`src/verilog/arcf_pkg.sv`:
```
// constants for the converter configuration and fault register bank
//
// Function
// with oversampling off, resolution boost is ignored; default width used
// boost bit 2: 0 normal width, 1 adds two result bits while oversampling
// reference select bit 1: 0 internal source, 1 external source
// power-down bit 0 at 1 puts the converter in shutdown
// register word carries register address in bits 15 to 12 both ways
// lane select bit 8: 0 both data pins, 1 first pin only
// reset code 0x3c gives soft reset, registers keep their values
// soft reset clears fault register, flushes oversampling, idles state machines; code clears only write-check flag bit 9, load-error flag bit 8 kept
// reset code 0xff gives hard reset, registers return to defaults
// any other reset field value takes no reset action
// rejected write with bad check code sets write-check flag bit 9
// write-check flag stays set until fault register read clears it
// configuration load failure at startup sets load-error flag bit 8
// load-error flag survives reads; hard reset clears it and reruns load
// ratio codes 001 to 101 give x2 to x32; 000, 110, 111 disable
// alert-pin enable honoured only while single-lane output selected
// reserved bits read zero; writes to reserved or read-only bits ignored
`default_nettype none
package arcf_pkg;
    localparam logic [3:0] ADDR_CFG1 = 4'h1;
    localparam logic [3:0] ADDR_CFG2 = 4'h2;
    localparam logic [3:0] ADDR_FAULT = 4'h3;
    localparam int ADDR_MSB = 15;
    localparam int ADDR_LSB = 12;
    // first configuration register fields
    localparam int OS_MODE_BIT = 9;
    localparam int RATIO_MSB = 8;
    localparam int RATIO_LSB = 6;
    localparam int ALERT_EN_BIT = 3;
    localparam int BOOST_BIT = 2;
    localparam int REFERENCE_BIT = 1;
    localparam int PDOWN_BIT = 0;
    localparam logic [11:0] CFG1_WMASK = 12'h3cf;
    localparam logic [11:0] CFG1_RESET = 12'h000;
    // second configuration register fields
    localparam int LANE_BIT = 8;
    localparam logic [11:0] CFG2_WMASK = 12'h100;
    localparam logic [11:0] CFG2_RESET = 12'h000;
    localparam logic [7:0] CODE_SOFT = 8'h3c;
    localparam logic [7:0] CODE_HARD = 8'hff;
    // fault register fields
    localparam int WCHK_BIT = 9;
    localparam int LOAD_BIT = 8;
    localparam logic [2:0] RATIO_MAX_CODE = 3'h5;
    localparam int LOAD_CYCLES = 8;
    typedef enum logic [1:0] {LD_IDLE, LD_RUN, LD_DONE} arcf_load_type;
endpackage : arcf_pkg
`default_nettype wire

```
`src/verilog/arcf_load_seq.sv`:
```
// startup configuration load sequencer
`timescale 1ns/100ps
`default_nettype none
module arcf_load_seq #(
    parameter int LOAD_CYCLES = arcf_pkg::LOAD_CYCLES
) (
    input wire logic clk_sys_i,
    input wire logic rst_i,
    input wire logic restart_i,
    input wire logic load_ok_i,
    output logic busy_o,
    output logic fail_o
);
    arcf_pkg::arcf_load_type state_reg, state_next;
    logic [7:0] cnt_reg, cnt_next;
    logic fail_reg, fail_next;

    // load runs after the reset input and after each restart, result sampled at the end
    always_comb begin
        state_next = state_reg;
        cnt_next = cnt_reg;
        fail_next = fail_reg;
        if (restart_i) begin
            state_next = arcf_pkg::LD_RUN;
            cnt_next = 8'h00;
            fail_next = 1'b0;
        end else begin
            unique case (state_reg)
                arcf_pkg::LD_IDLE: begin
                    state_next = arcf_pkg::LD_RUN;
                end
                arcf_pkg::LD_RUN: begin
                    cnt_next = cnt_reg + 8'h01;
                    if (cnt_reg == 8'(LOAD_CYCLES - 1)) begin
                        state_next = arcf_pkg::LD_DONE;
                        fail_next = !load_ok_i;
                    end
                end
                arcf_pkg::LD_DONE: begin
                    state_next = arcf_pkg::LD_DONE;
                end
            endcase
        end
    end

    always_ff @(posedge clk_sys_i or posedge rst_i) begin
        if (rst_i) begin
            state_reg <= arcf_pkg::LD_IDLE;
            cnt_reg <= 8'h00;
            fail_reg <= 1'b0;
        end else begin
            state_reg <= state_next;
            cnt_reg <= cnt_next;
            fail_reg <= fail_next;
        end
    end

    assign busy_o = (state_reg != arcf_pkg::LD_DONE);
    assign fail_o = fail_reg;
endmodule : arcf_load_seq
`default_nettype wire

```
`src/verilog/arcf_regs.sv`:
```
// configuration and fault register bank of the dual converter
`timescale 1ns/100ps
`default_nettype none
module arcf_regs #(
    parameter int LOAD_CYCLES = arcf_pkg::LOAD_CYCLES
) (
    input wire logic clk_sys_i,
    input wire logic rst_i,
    input wire logic wr_i,
    input wire logic rd_i,
    input wire logic [15:0] wdata_i,
    input wire logic [3:0] raddr_i,
    input wire logic crc_err_i,
    input wire logic load_ok_i,
    output logic [15:0] rdata_o,
    output logic [2:0] oversample_ratio_o,
    output logic os_active_o,
    output logic resolution_boost_o,
    output logic [4:0] result_width_o,
    output logic reference_select_o,
    output logic power_down_select_o,
    output logic output_lane_select_o,
    output logic second_data_out_pin_en_o,
    output logic alert_pin_en_o,
    output logic soft_reset_o,
    output logic hard_reset_o,
    output logic load_busy_o
);
    logic [11:0] cfg1_reg, cfg1_next;
    logic [11:0] cfg2_reg, cfg2_next;
    logic wchk_reg, wchk_next;
    logic soft_reg, soft_next;
    logic hard_reg, hard_next;
    logic [15:0] rdata_reg, rdata_next;
    logic load_fail;
    logic [3:0] waddr;
    logic [7:0] wcode;
    logic wr_ok;

    // true for ratio codes that really oversample
    function automatic logic os_on(input logic [2:0] code);
        os_on = (code != 3'h0) && (code <= arcf_pkg::RATIO_MAX_CODE);
    endfunction : os_on

    assign waddr = wdata_i[arcf_pkg::ADDR_MSB:arcf_pkg::ADDR_LSB];
    assign wcode = wdata_i[7:0];
    assign wr_ok = wr_i && !crc_err_i;

    // hard reset reruns the configuration load
    arcf_load_seq #(
        .LOAD_CYCLES(LOAD_CYCLES)
    ) i_arcf_load_seq (
        .clk_sys_i(clk_sys_i),
        .rst_i(rst_i),
        .restart_i(hard_reg),
        .load_ok_i(load_ok_i),
        .busy_o(load_busy_o),
        .fail_o(load_fail)
    );

    // register writes, reset codes and sticky flag
    always_comb begin
        cfg1_next = cfg1_reg;
        cfg2_next = cfg2_reg;
        wchk_next = wchk_reg;
        soft_next = 1'b0;
        hard_next = 1'b0;
        if (rd_i && raddr_i == arcf_pkg::ADDR_FAULT) begin
            wchk_next = 1'b0;
        end
        if (soft_reg) begin
            wchk_next = 1'b0;
        end
        if (wr_ok && waddr == arcf_pkg::ADDR_CFG1) begin
            cfg1_next = wdata_i[11:0] & arcf_pkg::CFG1_WMASK;
        end
        if (wr_ok && waddr == arcf_pkg::ADDR_CFG2) begin
            cfg2_next = wdata_i[11:0] & arcf_pkg::CFG2_WMASK;
            soft_next = (wcode == arcf_pkg::CODE_SOFT);
            hard_next = (wcode == arcf_pkg::CODE_HARD);
        end
        // set wins over a same-cycle read or soft-reset clear
        if (wr_i && crc_err_i) begin
            wchk_next = 1'b1;
        end
        if (hard_reg) begin
            cfg1_next = arcf_pkg::CFG1_RESET;
            cfg2_next = arcf_pkg::CFG2_RESET;
            wchk_next = 1'b0;
        end
    end

    // read data, address echoed in top nibble
    always_comb begin
        rdata_next = rdata_reg;
        if (rd_i) begin
            unique case (raddr_i)
                arcf_pkg::ADDR_CFG1: rdata_next = {raddr_i, cfg1_reg};
                arcf_pkg::ADDR_CFG2: rdata_next = {raddr_i, cfg2_reg};
                arcf_pkg::ADDR_FAULT: begin
                    rdata_next = {raddr_i, 12'h000};
                    rdata_next[arcf_pkg::WCHK_BIT] = wchk_reg;
                    rdata_next[arcf_pkg::LOAD_BIT] = load_fail;
                end
                default: rdata_next = {raddr_i, 12'h000};
            endcase
        end
    end

    always_ff @(posedge clk_sys_i or posedge rst_i) begin
        if (rst_i) begin
            cfg1_reg <= arcf_pkg::CFG1_RESET;
            cfg2_reg <= arcf_pkg::CFG2_RESET;
            wchk_reg <= 1'b0;
            soft_reg <= 1'b0;
            hard_reg <= 1'b0;
            rdata_reg <= 16'h0000;
        end else begin
            cfg1_reg <= cfg1_next;
            cfg2_reg <= cfg2_next;
            wchk_reg <= wchk_next;
            soft_reg <= soft_next;
            hard_reg <= hard_next;
            rdata_reg <= rdata_next;
        end
    end

    // decoded controls for the converter core
    assign oversample_ratio_o = cfg1_reg[arcf_pkg::RATIO_MSB:arcf_pkg::RATIO_LSB];
    assign os_active_o = os_on(oversample_ratio_o);
    assign resolution_boost_o = cfg1_reg[arcf_pkg::BOOST_BIT] && os_active_o;
    assign result_width_o = resolution_boost_o ? 5'h12 : 5'h10;
    assign reference_select_o = cfg1_reg[arcf_pkg::REFERENCE_BIT];
    assign power_down_select_o = cfg1_reg[arcf_pkg::PDOWN_BIT];
    assign output_lane_select_o = cfg2_reg[arcf_pkg::LANE_BIT];
    assign second_data_out_pin_en_o = !output_lane_select_o;
    assign alert_pin_en_o = output_lane_select_o && cfg1_reg[arcf_pkg::ALERT_EN_BIT];
    assign soft_reset_o = soft_reg;
    assign hard_reset_o = hard_reg;
    assign rdata_o = rdata_reg;

    property p_wchk_set;
        @(posedge clk_sys_i) disable iff (rst_i)
        (wr_i && crc_err_i && !hard_reg) |=> wchk_reg;
    endproperty
    a_wchk_set: assert property (p_wchk_set) else $error("write-check flag not set");

    property p_wchk_sticky;
        @(posedge clk_sys_i) disable iff (rst_i)
        (wchk_reg && !rd_i && !soft_reg && !hard_reg) |=> wchk_reg;
    endproperty
    a_wchk_sticky: assert property (p_wchk_sticky) else $error("flag lost without read");

    property p_bad_write_ignored;
        @(posedge clk_sys_i) disable iff (rst_i)
        (wr_i && crc_err_i && !hard_reg) |=> $stable(cfg1_reg) && !soft_reg;
    endproperty
    a_bad_write_ignored: assert property (p_bad_write_ignored) else $error("write taken");

    property p_soft_code;
        @(posedge clk_sys_i) disable iff (rst_i)
        (wr_ok && waddr == arcf_pkg::ADDR_CFG2 && wcode == arcf_pkg::CODE_SOFT) |=> soft_reg;
    endproperty
    a_soft_code: assert property (p_soft_code) else $error("soft reset missed");

    property p_hard_defaults;
        @(posedge clk_sys_i) disable iff (rst_i)
        hard_reg |=> (cfg1_reg == arcf_pkg::CFG1_RESET) && (cfg2_reg == arcf_pkg::CFG2_RESET);
    endproperty
    a_hard_defaults: assert property (p_hard_defaults) else $error("values kept");

    property p_other_code;
        @(posedge clk_sys_i) disable iff (rst_i)
        (wr_i && wcode != arcf_pkg::CODE_SOFT && wcode != arcf_pkg::CODE_HARD)
            |=> !soft_reg && !hard_reg;
    endproperty
    a_other_code: assert property (p_other_code) else $error("reset from other code");

    property p_soft_clears;
        @(posedge clk_sys_i) disable iff (rst_i)
        (soft_reg && !wr_i) |=> !wchk_reg && $stable(cfg1_reg);
    endproperty
    a_soft_clears: assert property (p_soft_clears) else $error("soft reset wrong");

    property p_res_ignored;
        @(posedge clk_sys_i) disable iff (rst_i)
        !os_active_o |-> !resolution_boost_o && result_width_o == 5'h10;
    endproperty
    a_res_ignored: assert property (p_res_ignored) else $error("boost without ratio");

    property p_alert_gate;
        @(posedge clk_sys_i) disable iff (rst_i)
        !output_lane_select_o |-> !alert_pin_en_o && second_data_out_pin_en_o;
    endproperty
    a_alert_gate: assert property (p_alert_gate) else $error("alert in two-lane mode");

    property p_addr_echo;
        @(posedge clk_sys_i) disable iff (rst_i)
        rd_i |=> rdata_o[15:12] == $past(raddr_i);
    endproperty
    a_addr_echo: assert property (p_addr_echo) else $error("address not echoed");

    // a rejected frame must not touch the second register or fire a hard reset
    property p_bad_cfg2;
        @(posedge clk_sys_i) disable iff (rst_i)
        (wr_i && crc_err_i && !hard_reg) |=> $stable(cfg2_reg) && !hard_reg;
    endproperty
    a_bad_cfg2: assert property (p_bad_cfg2) else $error("bad write used");

    // fault read with no new error in the same cycle drops the flag
    property p_rd_clear;
        @(posedge clk_sys_i) disable iff (rst_i)
        (rd_i && raddr_i == arcf_pkg::ADDR_FAULT && !(wr_i && crc_err_i)) |=> !wchk_reg;
    endproperty
    a_rd_clear: assert property (p_rd_clear) else $error("read kept flag");

    // reads never clear the load flag, only the hard reset does
    property p_load_kept;
        @(posedge clk_sys_i) disable iff (rst_i)
        (load_fail && !hard_reg) |=> load_fail;
    endproperty
    a_load_kept: assert property (p_load_kept) else $error("load flag lost");

    property p_hard_reload;
        @(posedge clk_sys_i) disable iff (rst_i)
        hard_reg |=> load_busy_o && !load_fail;
    endproperty
    a_hard_reload: assert property (p_hard_reload) else $error("load not rerun");
endmodule : arcf_regs
`default_nettype wire

```
`config.mk`:
```
export PLATFORM = sky130hd
export DESIGN_NAME = arcf_regs
export DESIGN_NICKNAME = d
export VERILOG_FILES = /design/src/verilog/arcf_pkg.sv /design/src/verilog/arcf_load_seq.sv /design/src/verilog/arcf_regs.sv
export SDC_FILE = /design/constraint.sdc
export NUM_CORES = 1
export LEC_CHECK = 0
export BUFFER_PORTS_ARGS = -buffer_cell sky130_fd_sc_hd__buf_2
export CAP_MARGIN = 5
export CORE_MARGIN = 2
export CORE_UTILIZATION = 50
export CTS_CLUSTER_SIZE = 16
export DETAILED_ROUTE_END_ITERATION = 16
export GPL_ROUTABILITY_DRIVEN = 0
export PLACE_DENSITY = 0.85
export SYNTH_ARGS = -nofsm -noshare
export SYNTH_HDL_FRONTEND = slang
export SYNTH_SLANG_ARGS = --single-unit
```
`constraint.sdc`:
```
create_clock -name clk_sys_i -period 2.5 [get_ports clk_sys_i]
set_clock_uncertainty 0.15 [all_clocks]
set_input_delay 0.5 -clock clk_sys_i [delete_from_list [all_inputs] [get_ports clk_sys_i]]
set_output_delay 0.5 -clock clk_sys_i [all_outputs]
set_load 0.02 [all_outputs]
```
---- Word level (Yosys, flattened, before mapping) ----
Cells that the tools add are included.
storage, ports and cells
  output and inout bits ................... 34
  bits in read-only memories .............. 0
  word-level logic and storage cells ...... 62
  bits of input ports ..................... 26
  latch bits .............................. 0
  flip-flop bits (word level) ............. 54
  memories ................................ 0
  RAM bits ................................ 0
operators by class
  reductions and logical operators ........ 19
  divide/modulo/power cells ............... 0
  equal/unequal tests ..................... 12
  muxes and demuxes ....................... 20
  add/sub/neg operators ................... 1
  multipliers ............................. 0
  bitwise gates (word level) .............. 0
  magnitude comparators ................... 1
  shift-type cells ........................ 0
operator list
  kind                                                                   number
  12-bit two-way mux                                                     4
  12-bit one-hot mux with 3 select lines                                 1
  8-bit two-way mux                                                      2
  4-bit by 2-bit equality test with 1-bit output, second input constant  3
  1-bit two-way mux                                                      9
  8-bit by 1-bit adder with 8-bit output, second input constant          1
  4-bit by 1-bit equality test with 1-bit output, second input constant  2
  8-bit by 3-bit equality test with 1-bit output, second input constant  1
  8-bit by 6-bit equality test with 1-bit output, second input constant  1
  8-bit equality test, second input constant                             1
  1-bit logical AND                                                      8
  2-bit nonzero test                                                     4
  2-bit two-way mux                                                      3
  2-bit one-hot mux with 3 select lines                                  1
  4-bit nonzero test                                                     1
  3-bit <= comparator, second input constant                             1
  1-bit zero test                                                        3
  3-bit by 2-bit != test with 1-bit output, second input constant        1
  3-bit nonzero test                                                     1
  2-bit by 1-bit equality test with 1-bit output, second input constant  1
  2-bit equality test, second input constant                             1
  2-bit zero test                                                        1
  2-bit != test, second input constant                                   1
  2-bit AND reduction                                                    1

---- Depth between registers and ports, before layout ----
Gate-level depths: netlist (run 1).
  word-level depth ........................ 6
  mapped depth ............................ 6
  depth with buffers taken out ............ 5

---- Modules after synthesis ----
A second synthesis (run 1) with hierarchy kept.
second synthesis, totals
  cell total of the unflattened synthesis .. 167
  area total of the unflattened synthesis .. 1814.2 um^2
by module, submodules not included
  module         cells each  area each (um^2)  times used
  arcf_regs      110         1228.7            1
  arcf_load_seq  57          585.6             1

---- Worst setup path before layout (run 1) ----
No wires, ideal clock.
  kind .................................... reg2out
  from .................................... register cfg1_reg[8]
  to ...................................... output result_width_o[1]
  required time ........................... 1.850 ns
  arrival ................................. 1.312 ns
  path slack .............................. 0.538 ns
  path buffers ............................ 1
  stages on the path, launching flop included .. 5
  cell sequence ........................... dfrtp_1 -> nor3_1 -> a21oi_1 -> and2_1 -> buf_4
between the ends
  longest elaborated chain between the ends .. 4
  elaborated cells on any way between the ends .. 5
ends and longest elaborated chain
  what                                                       RTL line          text
  start: declaration                                         arcf_regs.sv:29   logic [11:0] cfg1_reg, cfg1_next;
  start signal: assignment                                   arcf_regs.sv:112  cfg1_reg <= arcf_pkg::CFG1_RESET;
  start signal: assignment                                   arcf_regs.sv:119  cfg1_reg <= cfg1_next;
  3-bit <= comparator or 3-bit nonzero test (tied branches)  arcf_regs.sv:42   os_on = (code != 3'h0) && (code <= arcf_pkg::RATIO_MAX_CODE);
  1-bit logical AND (*)                                      arcf_regs.sv:42
  named net os_active_o                                      arcf_regs.sv:17   output logic os_active_o,
  1-bit logical AND (*)                                      arcf_regs.sv:131  assign resolution_boost_o = cfg1_reg[arcf_pkg::BOOST_BIT] && os_active_o;
  named net resolution_boost_o                               arcf_regs.sv:18   output logic resolution_boost_o,
  2-bit two-way mux (*)                                      arcf_regs.sv:132  assign result_width_o = resolution_boost_o ? 5'h12 : 5'h10;
  end: declaration                                           arcf_regs.sv:19   output logic [4:0] result_width_o,
The timed path passes the listed nets; every way through them passes the cells marked *.

---- Worst setup path after layout (run 1) ----
  from .................................... register cfg1_reg[8]
  to ...................................... output resolution_boost_o
between the ends
  longest elaborated chain between the ends .. 3
  elaborated cells on any way between the ends .. 4
ends and longest elaborated chain
  what                                                       RTL line
  3-bit <= comparator or 3-bit nonzero test (tied branches)  arcf_regs.sv:42
  1-bit logical AND (*)                                      arcf_regs.sv:42
  1-bit logical AND (*)                                      arcf_regs.sv:131
  end: declaration                                           arcf_regs.sv:18
Every way passes the cells marked *; elsewhere a longest branch is shown, timed or not.

==> flow_metrics.env, run 1 <==
export IMPL_outcome="finished clean"
export IMPL_numCtsBuffers=5
export IMPL_layout_worst_path_cycle_share=0.820
export IMPL_final_layout_size_suffix_gt1_frac=0.311
export IMPL_min_path_type="in2async"
export IMPL_vdd_ir_drop_worst_mv=0.479
export IMPL_grt_pass1_vias=1318
export IMPL_drc=0
export IMPL_p_leak_nw=1.02
export IMPL_worstPathArrival_ps=1400
export IMPL_finish_utilization=0.621
export IMPL_dp_slack_ps=461
export IMPL_die_y_microns=63.6
export IMPL_dieWidth_microns=63.6
export IMPL_critPathLaunchType="flip-flop"
export IMPL_largest_register_ffs=12
export IMPL_ant_nets=0
export IMPL_io_pins=60
export IMPL_cp_max_fo=5
export IMPL_numPortBuffers=49
export IMPL_crit_required_ps=1850
export IMPL_clk_pin_slew_worst_paths_ps=110
export IMPL_drt_iter0_drc=51
export IMPL_maxSlewViolCount=0
export IMPL_wl_per_cell_microns=12.6
export IMPL_seq_area_frac_synth=0.493
export IMPL_root_buffer="clkbuf_4"
export IMPL_die_area_sq_um=4050
export IMPL_crit_type="reg2out"
export IMPL_maxCapViolCount=0
export IMPL_tritoncts="yes"
export IMPL_cts_resized=0
export IMPL_overflow=0
export IMPL_fin_ws_ps=450
export IMPL_postCtsSetupBuffers=0
export IMPL_hold_slack_ps=87.8
export IMPL_final_nets=247
export IMPL_via_count=1327
export IMPL_diodes=0
export IMPL_slew_headroom=0.551
export IMPL_ys_types=33
export IMPL_first_pass_iters=4
export IMPL_grt_usage=0.192
export IMPL_endpoint_kind="primary output"
export IMPL_fin_crit_ps=2050
export IMPL_p_per_area_nw_per_um2=794
export IMPL_dp_hpwl_microns=2520
export IMPL_syn_to_final_growth_pct=17.5
export IMPL_insertion_delay_ps=330
export IMPL_setup_viol=0
export IMPL_syn_area_sq_um=1780
export IMPL_core_area_sq_um=3360
export IMPL_start_util=0.529
export IMPL_hold_buffers=0
export IMPL_cts_num_sinks=35
export IMPL_fmax_ghz=0.488
export IMPL_ys_ff_latch=35
export IMPL_tightest_slew_ps=664
export IMPL_syn_inst=170
export IMPL_cts_buffer_depth=2
export IMPL_vias_per_cell=5.01
export IMPL_rsz0062_at_grt="false"
export IMPL_synth_warnings=0
export IMPL_rows=21
export IMPL_grt_pass1_wl_microns=6020
export IMPL_antenna_found_initial=0
export IMPL_avgSynthCellArea_sq_um=10.5
export IMPL_wl_microns=3340
export IMPL_grt_max_degree=36
export IMPL_htreeDepth=2
export IMPL_fin_tns_setup_ps=0
export IMPL_final_hold_viol_count=0
==> placed cells by master (no fill, tap or decap), types with 2 or more instances in the layout <==
master / netlist / layout
nand4_1: 7 / 7
nand2b_1: 18 / 18
buf_4: 13 / 4
nor3b_1: 2 / 2
conb_1: 2 / 8
o21ai_0: 7 / 7
or3_1: 3 / 3
clkbuf_4: 0 / 5
ha_1: 3 / 3
buf_2: 0 / 49
nor3_1: 2 / 2
and2_1: 3 / 3
or4b_4: 2 / 2
mux2i_1: 11 / 11
clkbuf_8: 0 / 2
dfrtp_1: 35 / 35
a21oi_1: 7 / 7
mux2_2: 4 / 4
xor2_1: 3 / 3
a22o_1: 6 / 6
inv_1: 9 / 9
nand2_1: 5 / 5
nor2_1: 11 / 11
==> cells in the mapped netlist <==
cell type,number,area (sq um)
a21o_1,1,7.51
a21oi_1,7,35.0
a221o_1,1,10.0
a221oi_1,1,8.76
a22o_1,6,52.6
a31o_2,1,8.76
a31oi_1,1,6.26
a41o_1,1,10.0
and2_1,3,18.8
and4_1,1,8.76
buf_4,13,97.6
clkbuf_1,5,18.8
conb_1,2,7.51
dfrtp_1,35,876
ha_1,3,37.5
inv_1,9,33.8
mux2_2,4,45.0
mux2i_1,11,110
nand2_1,5,18.8
nand2b_1,18,113
nand3_1,1,5.00
nand4_1,7,43.8
nor2_1,11,41.3
nor3_1,2,10.0
nor3b_1,2,15.0
nor4_1,1,6.26
nor4b_1,1,8.76
o21ai_0,7,35.0
or3_1,3,18.8
or4_1,1,7.51
or4b_4,2,27.5
xnor2_1,1,8.76
xor2_1,3,26.3
==> layout make-up <==
cell class | count | area [sq um]
fill | 318 | 1270
sequential | 35 | 876
multi-input combinational | 114 | 774
timing repair buffer | 53 | 275
clock buffer | 7 | 65.1
tap | 46 | 57.6
inverter | 9 | 33.8
clock inverter | 1 | 7.51
==> metrics by stage <==
step | total power, W | cell area (sq um) | std cells
floorplan | 0.00119 | 1800 | 176
global placement | 0.00130 | 2020 | 257
detailed placement | 0.00133 | 2020 | 257
CTS | 0.00168 | 2090 | 265
global route | 0.00179 | 2090 | 265
finish | 0.00166 | 2090 | 265
==> report_power, final <==
| part | internal, W | leakage (nW) | switching, W |
|---|---|---|---|
| registers | 0.000681 | 0.422 | 0.000115 |
| logic | 0.000222 | 0.559 | 0.000294 |
| clock network | 0.000164 | 0.0375 | 0.000184 |
| total | 0.00107 | 1.02 | 0.000593 |
==> cells by family (layout without fill, tap and decap cells) <==
group | Yosys count | after routing | share of synthesized area
and+or+nand+nor | 58 | 58 | 0.193
DFF | 35 | 35 | 0.493
buffers and inverters | 27 | 70 | 0.0844
AOI/OAI and AO/OA | 26 | 26 | 0.0978
muxes | 15 | 15 | 0.0873
xor gates and xnor gates | 4 | 4 | 0.0197
adders and majority gates | 3 | 3 | 0.0211
other | 2 | 8 | 0.00422
==> worst max-delay path: stages, from the launching register on <==
cell,delay (ps)
dfrtp_1,470
nor3_1,200
a21oi_1,70
and2_1,180
buf_2,160
==> metal layers <==
layer / routed length (microns) / part of all wire / global-route usage
met2: 1610 / 0.48 / 0.308
met1: 1530 / 0.46 / 0.251
met3: 153 / 0.046 / 0.0446
met4: 44 / 0.013 / 0.0734
met5: 0 / 0 / 0
==> final timing paths <==
kind                                                 start                            to  slack, ps  cells past startpoint
worst max-delay path                           cfg1_reg[8]            resolution_boost_o        450                      4
worst min register to register                  rdata_o[0]                    rdata_o[0]        360                      1
worst max register to register  i_arcf_load_seq.cnt_reg[0]  i_arcf_load_seq.state_reg[0]        480                      4
min in group clk_sys_i                          wdata_i[7]                  hard_reset_o        260                      3
worst min-delay path                                 rst_i                   rdata_o[12]         90                      3
max in group asynchronous                            rst_i                    rdata_o[0]       1800                      3
Note: power is estimated with default switching activity, not from simulation.
==> inputs of run 2 (changes only) <==
Settings changed: ABC_AREA set to 1.
Clock period 2.5 ns to 2 ns, I/O delays scaled along.
==> flow_metrics.env, run 2 <==
export IMPL_grt_usage=0.200
export IMPL_insertion_delay_ps=290
export IMPL_vdd_ir_drop_worst_mv=0.512
export IMPL_p_switching_w=0.000828
export IMPL_rsz0062_at_grt="false"
export IMPL_ys_ff_latch=35
export IMPL_die_y_microns=65.6
export IMPL_avgSynthCellArea_sq_um=7.76
export IMPL_cts_resized=0
export IMPL_ant_nets=0
export IMPL_syn_area_sq_um=1890
export IMPL_synth_top_cell_by_area="dfrtp_1"
export IMPL_numCtsBuffers=5
export IMPL_final_layout_size_suffix_gt1_frac=0.250
export IMPL_cts_buffer_depth=2
export IMPL_fmax_ghz=0.550
export IMPL_rows=22
export IMPL_synth_top_area_share=0.462
export IMPL_root_buffer="clkbuf_8"
export IMPL_core_area_sq_um=3660
export IMPL_crit_slowest_cell="dfrtp_1"
export IMPL_final_cell_mix="65 x nand2_1, 49 x buf_2, 35 x dfrtp_1"
export IMPL_switching_share=0.342
export IMPL_path_cells="nor3_1 > a21oi_1 > and2_1 > buf_2"
export IMPL_first_pass_iters=5
export IMPL_ys_flop_type="dfrtp_1"
export IMPL_r2r_slack_ps=490
export IMPL_grt_max_degree=36
export IMPL_fin_crit_ps=1820
export IMPL_syn_inst=244
export IMPL_overflow=0
export IMPL_layout_worst_path_cycle_share=0.909
export IMPL_wl_microns=3850
export IMPL_synthArstFlopShare=1.00
export IMPL_critPathLaunchType="flip-flop"
export IMPL_syn_to_final_growth_pct=18.6
export IMPL_endpoint_kind="primary output"
export IMPL_synth_warnings=0
export IMPL_die_area_sq_um=4300
export IMPL_final_nets=320
export IMPL_tritoncts="yes"
export IMPL_p_per_area_nw_per_um2=1080
export IMPL_synth_area_leaders="dfrtp_1 46%, nand2_1 13%, nand3_1 5.8%, buf_4 5.5%, inv_1 5.2%"
export IMPL_final_hold_viol_count=0
export IMPL_p_leak_nw=1.28
export IMPL_seq_area_frac_synth=0.462
export IMPL_cp_max_fo=5
export IMPL_fin_tns_setup_ps=0
export IMPL_io_pins=60
export IMPL_outcome="finished clean"
export IMPL_dieWidth_microns=65.6
export IMPL_crit_type="reg2out"
export IMPL_synth_edf_count=0
export IMPL_clkPwrFrac=0.308
export IMPL_maxCapViolCount=0
export IMPL_numPortBuffers=49
export IMPL_yosysMostFrequentCell="nand2_1"
export IMPL_start_util=0.517
export IMPL_drc=0
export IMPL_grt_pass1_wl_microns=6600
export IMPL_antenna_found_initial=0
export IMPL_drt_iter0_drc=89
export IMPL_cts_num_sinks=35
export IMPL_largest_register_ffs=12
export IMPL_postCtsSetupBuffers=0
export IMPL_worstPathArrival_ps=1270
export IMPL_netlist_top_cells_count="65 x nand2_1, 35 x dfrtp_1, 26 x inv_1"
export IMPL_via_count=1701
export IMPL_final_common_cell="nand2_1"
export IMPL_maxSlewViolCount=0
export IMPL_diodes=0
export IMPL_htreeDepth=2
export IMPL_dp_hpwl_microns=2890
export IMPL_vias_per_cell=5.00
export IMPL_setup_viol=0
export IMPL_grt_pass1_vias=1529
export IMPL_pwr_share_comb=0.291
export IMPL_p_int_w=0.00159
export IMPL_fillers=332
export IMPL_hold_buffers=0
export IMPL_cp_slowest_stage_delay_ps=430
export IMPL_wl_per_cell_microns=11.3
export IMPL_ys_types=23
export IMPL_clk_pin_slew_worst_paths_ps=70
export IMPL_hold_slack_ps=41.6
export IMPL_min_path_type="in2async"
export IMPL_crit_required_ps=1450
export IMPL_share_seq_of_total_power=0.401
[run 2: cells by family (layout without fill, tap and decap cells)]
logic type	Yosys count	in the layout	synth area share
AOI/OAI and AO/OA	23	23	0.0627
other	2	8	0.00396
adders and majority gates	3	3	0.0198
DFF	35	35	0.462
and+or+nand+nor	135	135	0.331
buffers and inverters	46	88	0.120
[run 2: area by class of cell]
| type | instances | area [sq um] | share of cell area |
|---|---|---|---|
| clock buffers | 6 | 72.6 | 0.0323 |
| clock inverters | 2 | 60.1 | 0.0267 |
| inverters | 30 | 113 | 0.0501 |
| multi-input cells | 169 | 813 | 0.362 |
| flip-flops and latches | 35 | 876 | 0.390 |
| well taps | 48 | 60.1 | 0.0267 |
| repair buffers | 50 | 253 | 0.112 |
[run 2: power by group through the flow]
stage	logic, W	clock network [W]	registers (W)
finish	0.000704	0.000747	0.000972
CTS	0.000713	0.000754	0.000972
global placement	0.000690	0	0.000975
floorplan	0.000544	0	0.000977
detailed placement	0.000707	0	0.000985
global route	0.000817	0.000791	0.000989
[run 2: layer usage]
metal,share of wire,up-vias,routed length [microns],global-route usage
li1,-,855,-,-
met4,0.014,0,55,0.0938
met5,0,-,0,0
met2,0.49,63,1870,0.320
met3,0.069,5,266,0.0548
met1,0.43,778,1650,0.250
[run 2: final timing paths]
kind,startpoint,end,cells past startpoint
max,cfg1_reg[8],resolution_boost_o,4
min,rst_i,rdata_o[12],3
max reg2reg,i_arcf_load_seq.state_reg[1],i_arcf_load_seq.state_reg[0],7
min reg2reg,rdata_o[12],rdata_o[12],2
max in group asynchronous,rst_i,i_arcf_load_seq.cnt_reg[2],3
min in group clk_sys_i,raddr_i[2],rdata_o[14],3
[run 2: through the flow]
step | total power, W | std cells | util | instance area (sq um) | worst slack [ps]
floorplan | 0.00152 | 250 | - | 1920 | 135
global placement | 0.00166 | 332 | 0.578 | 2110 | 510
detailed placement | 0.00169 | 332 | 0.578 | 2110 | 487
CTS | 0.00244 | 340 | 0.614 | 2250 | 169
global route | 0.00260 | 340 | 0.614 | 2250 | 85.0
finish | 0.00242 | 340 | 0.614 | 2250 | 181
[run 2: critical path: cells and delay by family (launching register included)]
family / cells / cell delay, ps
flops: 1 / 430
buf+inv: 1 / 150
simple gates: 2 / 340
compound gates: 1 / 60
==> inputs of run 3 (changes only) <==
Settings changed: PLACE_DENSITY 0.85 to 0.82.
==> flow_metrics.env, run 3 (synthesis results as in run 2) <==
export IMPL_via_count=1641
export IMPL_antenna_found_initial=0
export IMPL_fillers=353
export IMPL_worst_r2r_cell_count=7
export IMPL_die_y_microns=65.6
export IMPL_endpoint_kind="primary output"
export IMPL_first_pass_iters=4
export IMPL_area_sequential_sq_um=876
export IMPL_layout_worst_path_cycle_share=0.932
export IMPL_crit_type="reg2out"
export IMPL_numPortBuffers=49
export IMPL_htreeDepth=2
export IMPL_clk_pin_slew_worst_paths_ps=70
export IMPL_cts_num_sinks=35
export IMPL_core_area_sq_um=3660
export IMPL_final_cell_mix="65 x nand2_1, 49 x buf_2, 35 x dfrtp_1"
export IMPL_wl_per_cell_microns=11.2
export IMPL_tritoncts="yes"
export IMPL_setup_viol=0
export IMPL_path_cells="nor3_1 > a21oi_1 > and2_1 > buf_2"
export IMPL_crit_required_ps=1450
export IMPL_p_leak_nw=1.27
export IMPL_rows=22
export IMPL_grt_pass1_wl_microns=6670
export IMPL_min_path_type="in2async"
export IMPL_io_pins=60
export IMPL_die_area_sq_um=4300
export IMPL_drt_iter0_drc=64
export IMPL_place_inst=332
export IMPL_syn_to_final_growth_pct=17.8
export IMPL_overflow=0
export IMPL_dpl_cell_area_sq_um=2110
export IMPL_vias_per_cell=4.83
export IMPL_rsz0062_at_grt="false"
export IMPL_fin_crit_ps=1860
export IMPL_crit_slowest_cell="dfrtp_1"
export IMPL_numCtsBuffers=5
export IMPL_vdd_ir_drop_worst_mv=0.381
export IMPL_diodes=0
export IMPL_postCtsSetupBuffers=0
export IMPL_outcome="finished clean"
export IMPL_r2r_start="i_arcf_load_seq.state_reg[1]"
export IMPL_final_hold_viol_count=0
export IMPL_multiInputGateArea_sq_um=813
export IMPL_r2r_slack_ps=460
export IMPL_start_util=0.517
export IMPL_final_area_sq_um=2230
export IMPL_p_per_area_nw_per_um2=1050
export IMPL_cts_buffer_depth=2
export IMPL_fin_tns_setup_ps=0
export IMPL_final_common_cell="nand2_1"
export IMPL_grt_max_degree=36
export IMPL_grt_usage=0.204
export IMPL_hold_buffers=0
export IMPL_drc=0
export IMPL_cts_resized=0
export IMPL_fmax_ghz=0.536
export IMPL_final_nets=320
export IMPL_largest_register_ffs=12
export IMPL_final_layout_size_suffix_gt1_frac=0.253
export IMPL_timing_rr_end="i_arcf_load_seq.state_reg[1]"
export IMPL_cp_slowest_stage_delay_ps=440
export IMPL_finalPower_w=0.00234
export IMPL_root_buffer="clkbuf_8"
export IMPL_wl_microns=3800
export IMPL_instances_no_fill=340
export IMPL_dieWidth_microns=65.6
export IMPL_maxCapViolCount=0
export IMPL_critPathLaunchType="flip-flop"
export IMPL_cp_max_fo=5
export IMPL_dp_hpwl_microns=2900
export IMPL_grt_pass1_vias=1506
export IMPL_maxSlewViolCount=0
export IMPL_worstPathArrival_ps=1310
export IMPL_ant_nets=0
export IMPL_insertion_delay_ps=290
==> run 3: worst max-delay path by stage <==
stage                                       from                      endpoint
finish                               cfg1_reg[8]             result_width_o[1]
global route                         cfg1_reg[8]             result_width_o[1]
CTS                                  cfg1_reg[8]             result_width_o[1]
detailed placement                   cfg1_reg[8]             result_width_o[1]
global placement    i_arcf_load_seq.state_reg[1]  i_arcf_load_seq.state_reg[1]
floorplan                            cfg1_reg[8]             result_width_o[1]
==> run 3: metal layers <==
layer / share of wire / vias up / GRT usage
met1: 0.48 / 743 / 0.270
met5: 0 / - / 0
li1: - / 844 / -
met2: 0.46 / 48 / 0.319
met4: 0.016 / 0 / 0.0755
met3: 0.053 / 6 / 0.0599
==> run 3: per-stage QoR <==
stage,worst slack (ps),utilization,hold WS (ps)
floorplan,135,-,322
global placement,499,0.578,299
detailed placement,450,0.578,305
CTS,127,0.610,60.8
global route,52.0,0.610,98.9
finish,136,0.610,45.1
==> run 3: final cells by class <==
| cell class | count | area share |
|---|---|---|
| sequential | 35 | 0.392 |
| multi-input combinational | 169 | 0.364 |
| timing repair buffer | 50 | 0.113 |
| inverter | 30 | 0.0504 |
| clock buffer | 6 | 0.0370 |
| tap | 48 | 0.0269 |
| clock inverter | 2 | 0.0157 |
==> run 3: power breakdown <==
part	switching, W	internal (W)
Combinational	0.000459	0.000255
Sequential	0.000131	0.000842
Clock	0.000247	0.000403
Total	0.000837	0.00150
==> run 3: worst max-delay path: cells and delay by family, from the launching register on <==
family | cells | cell delay (ps)
DFF | 1 | 440
and+or+nand+nor | 2 | 350
buffers and inverters | 1 | 160
AOI/OAI and AO/OA | 1 | 70
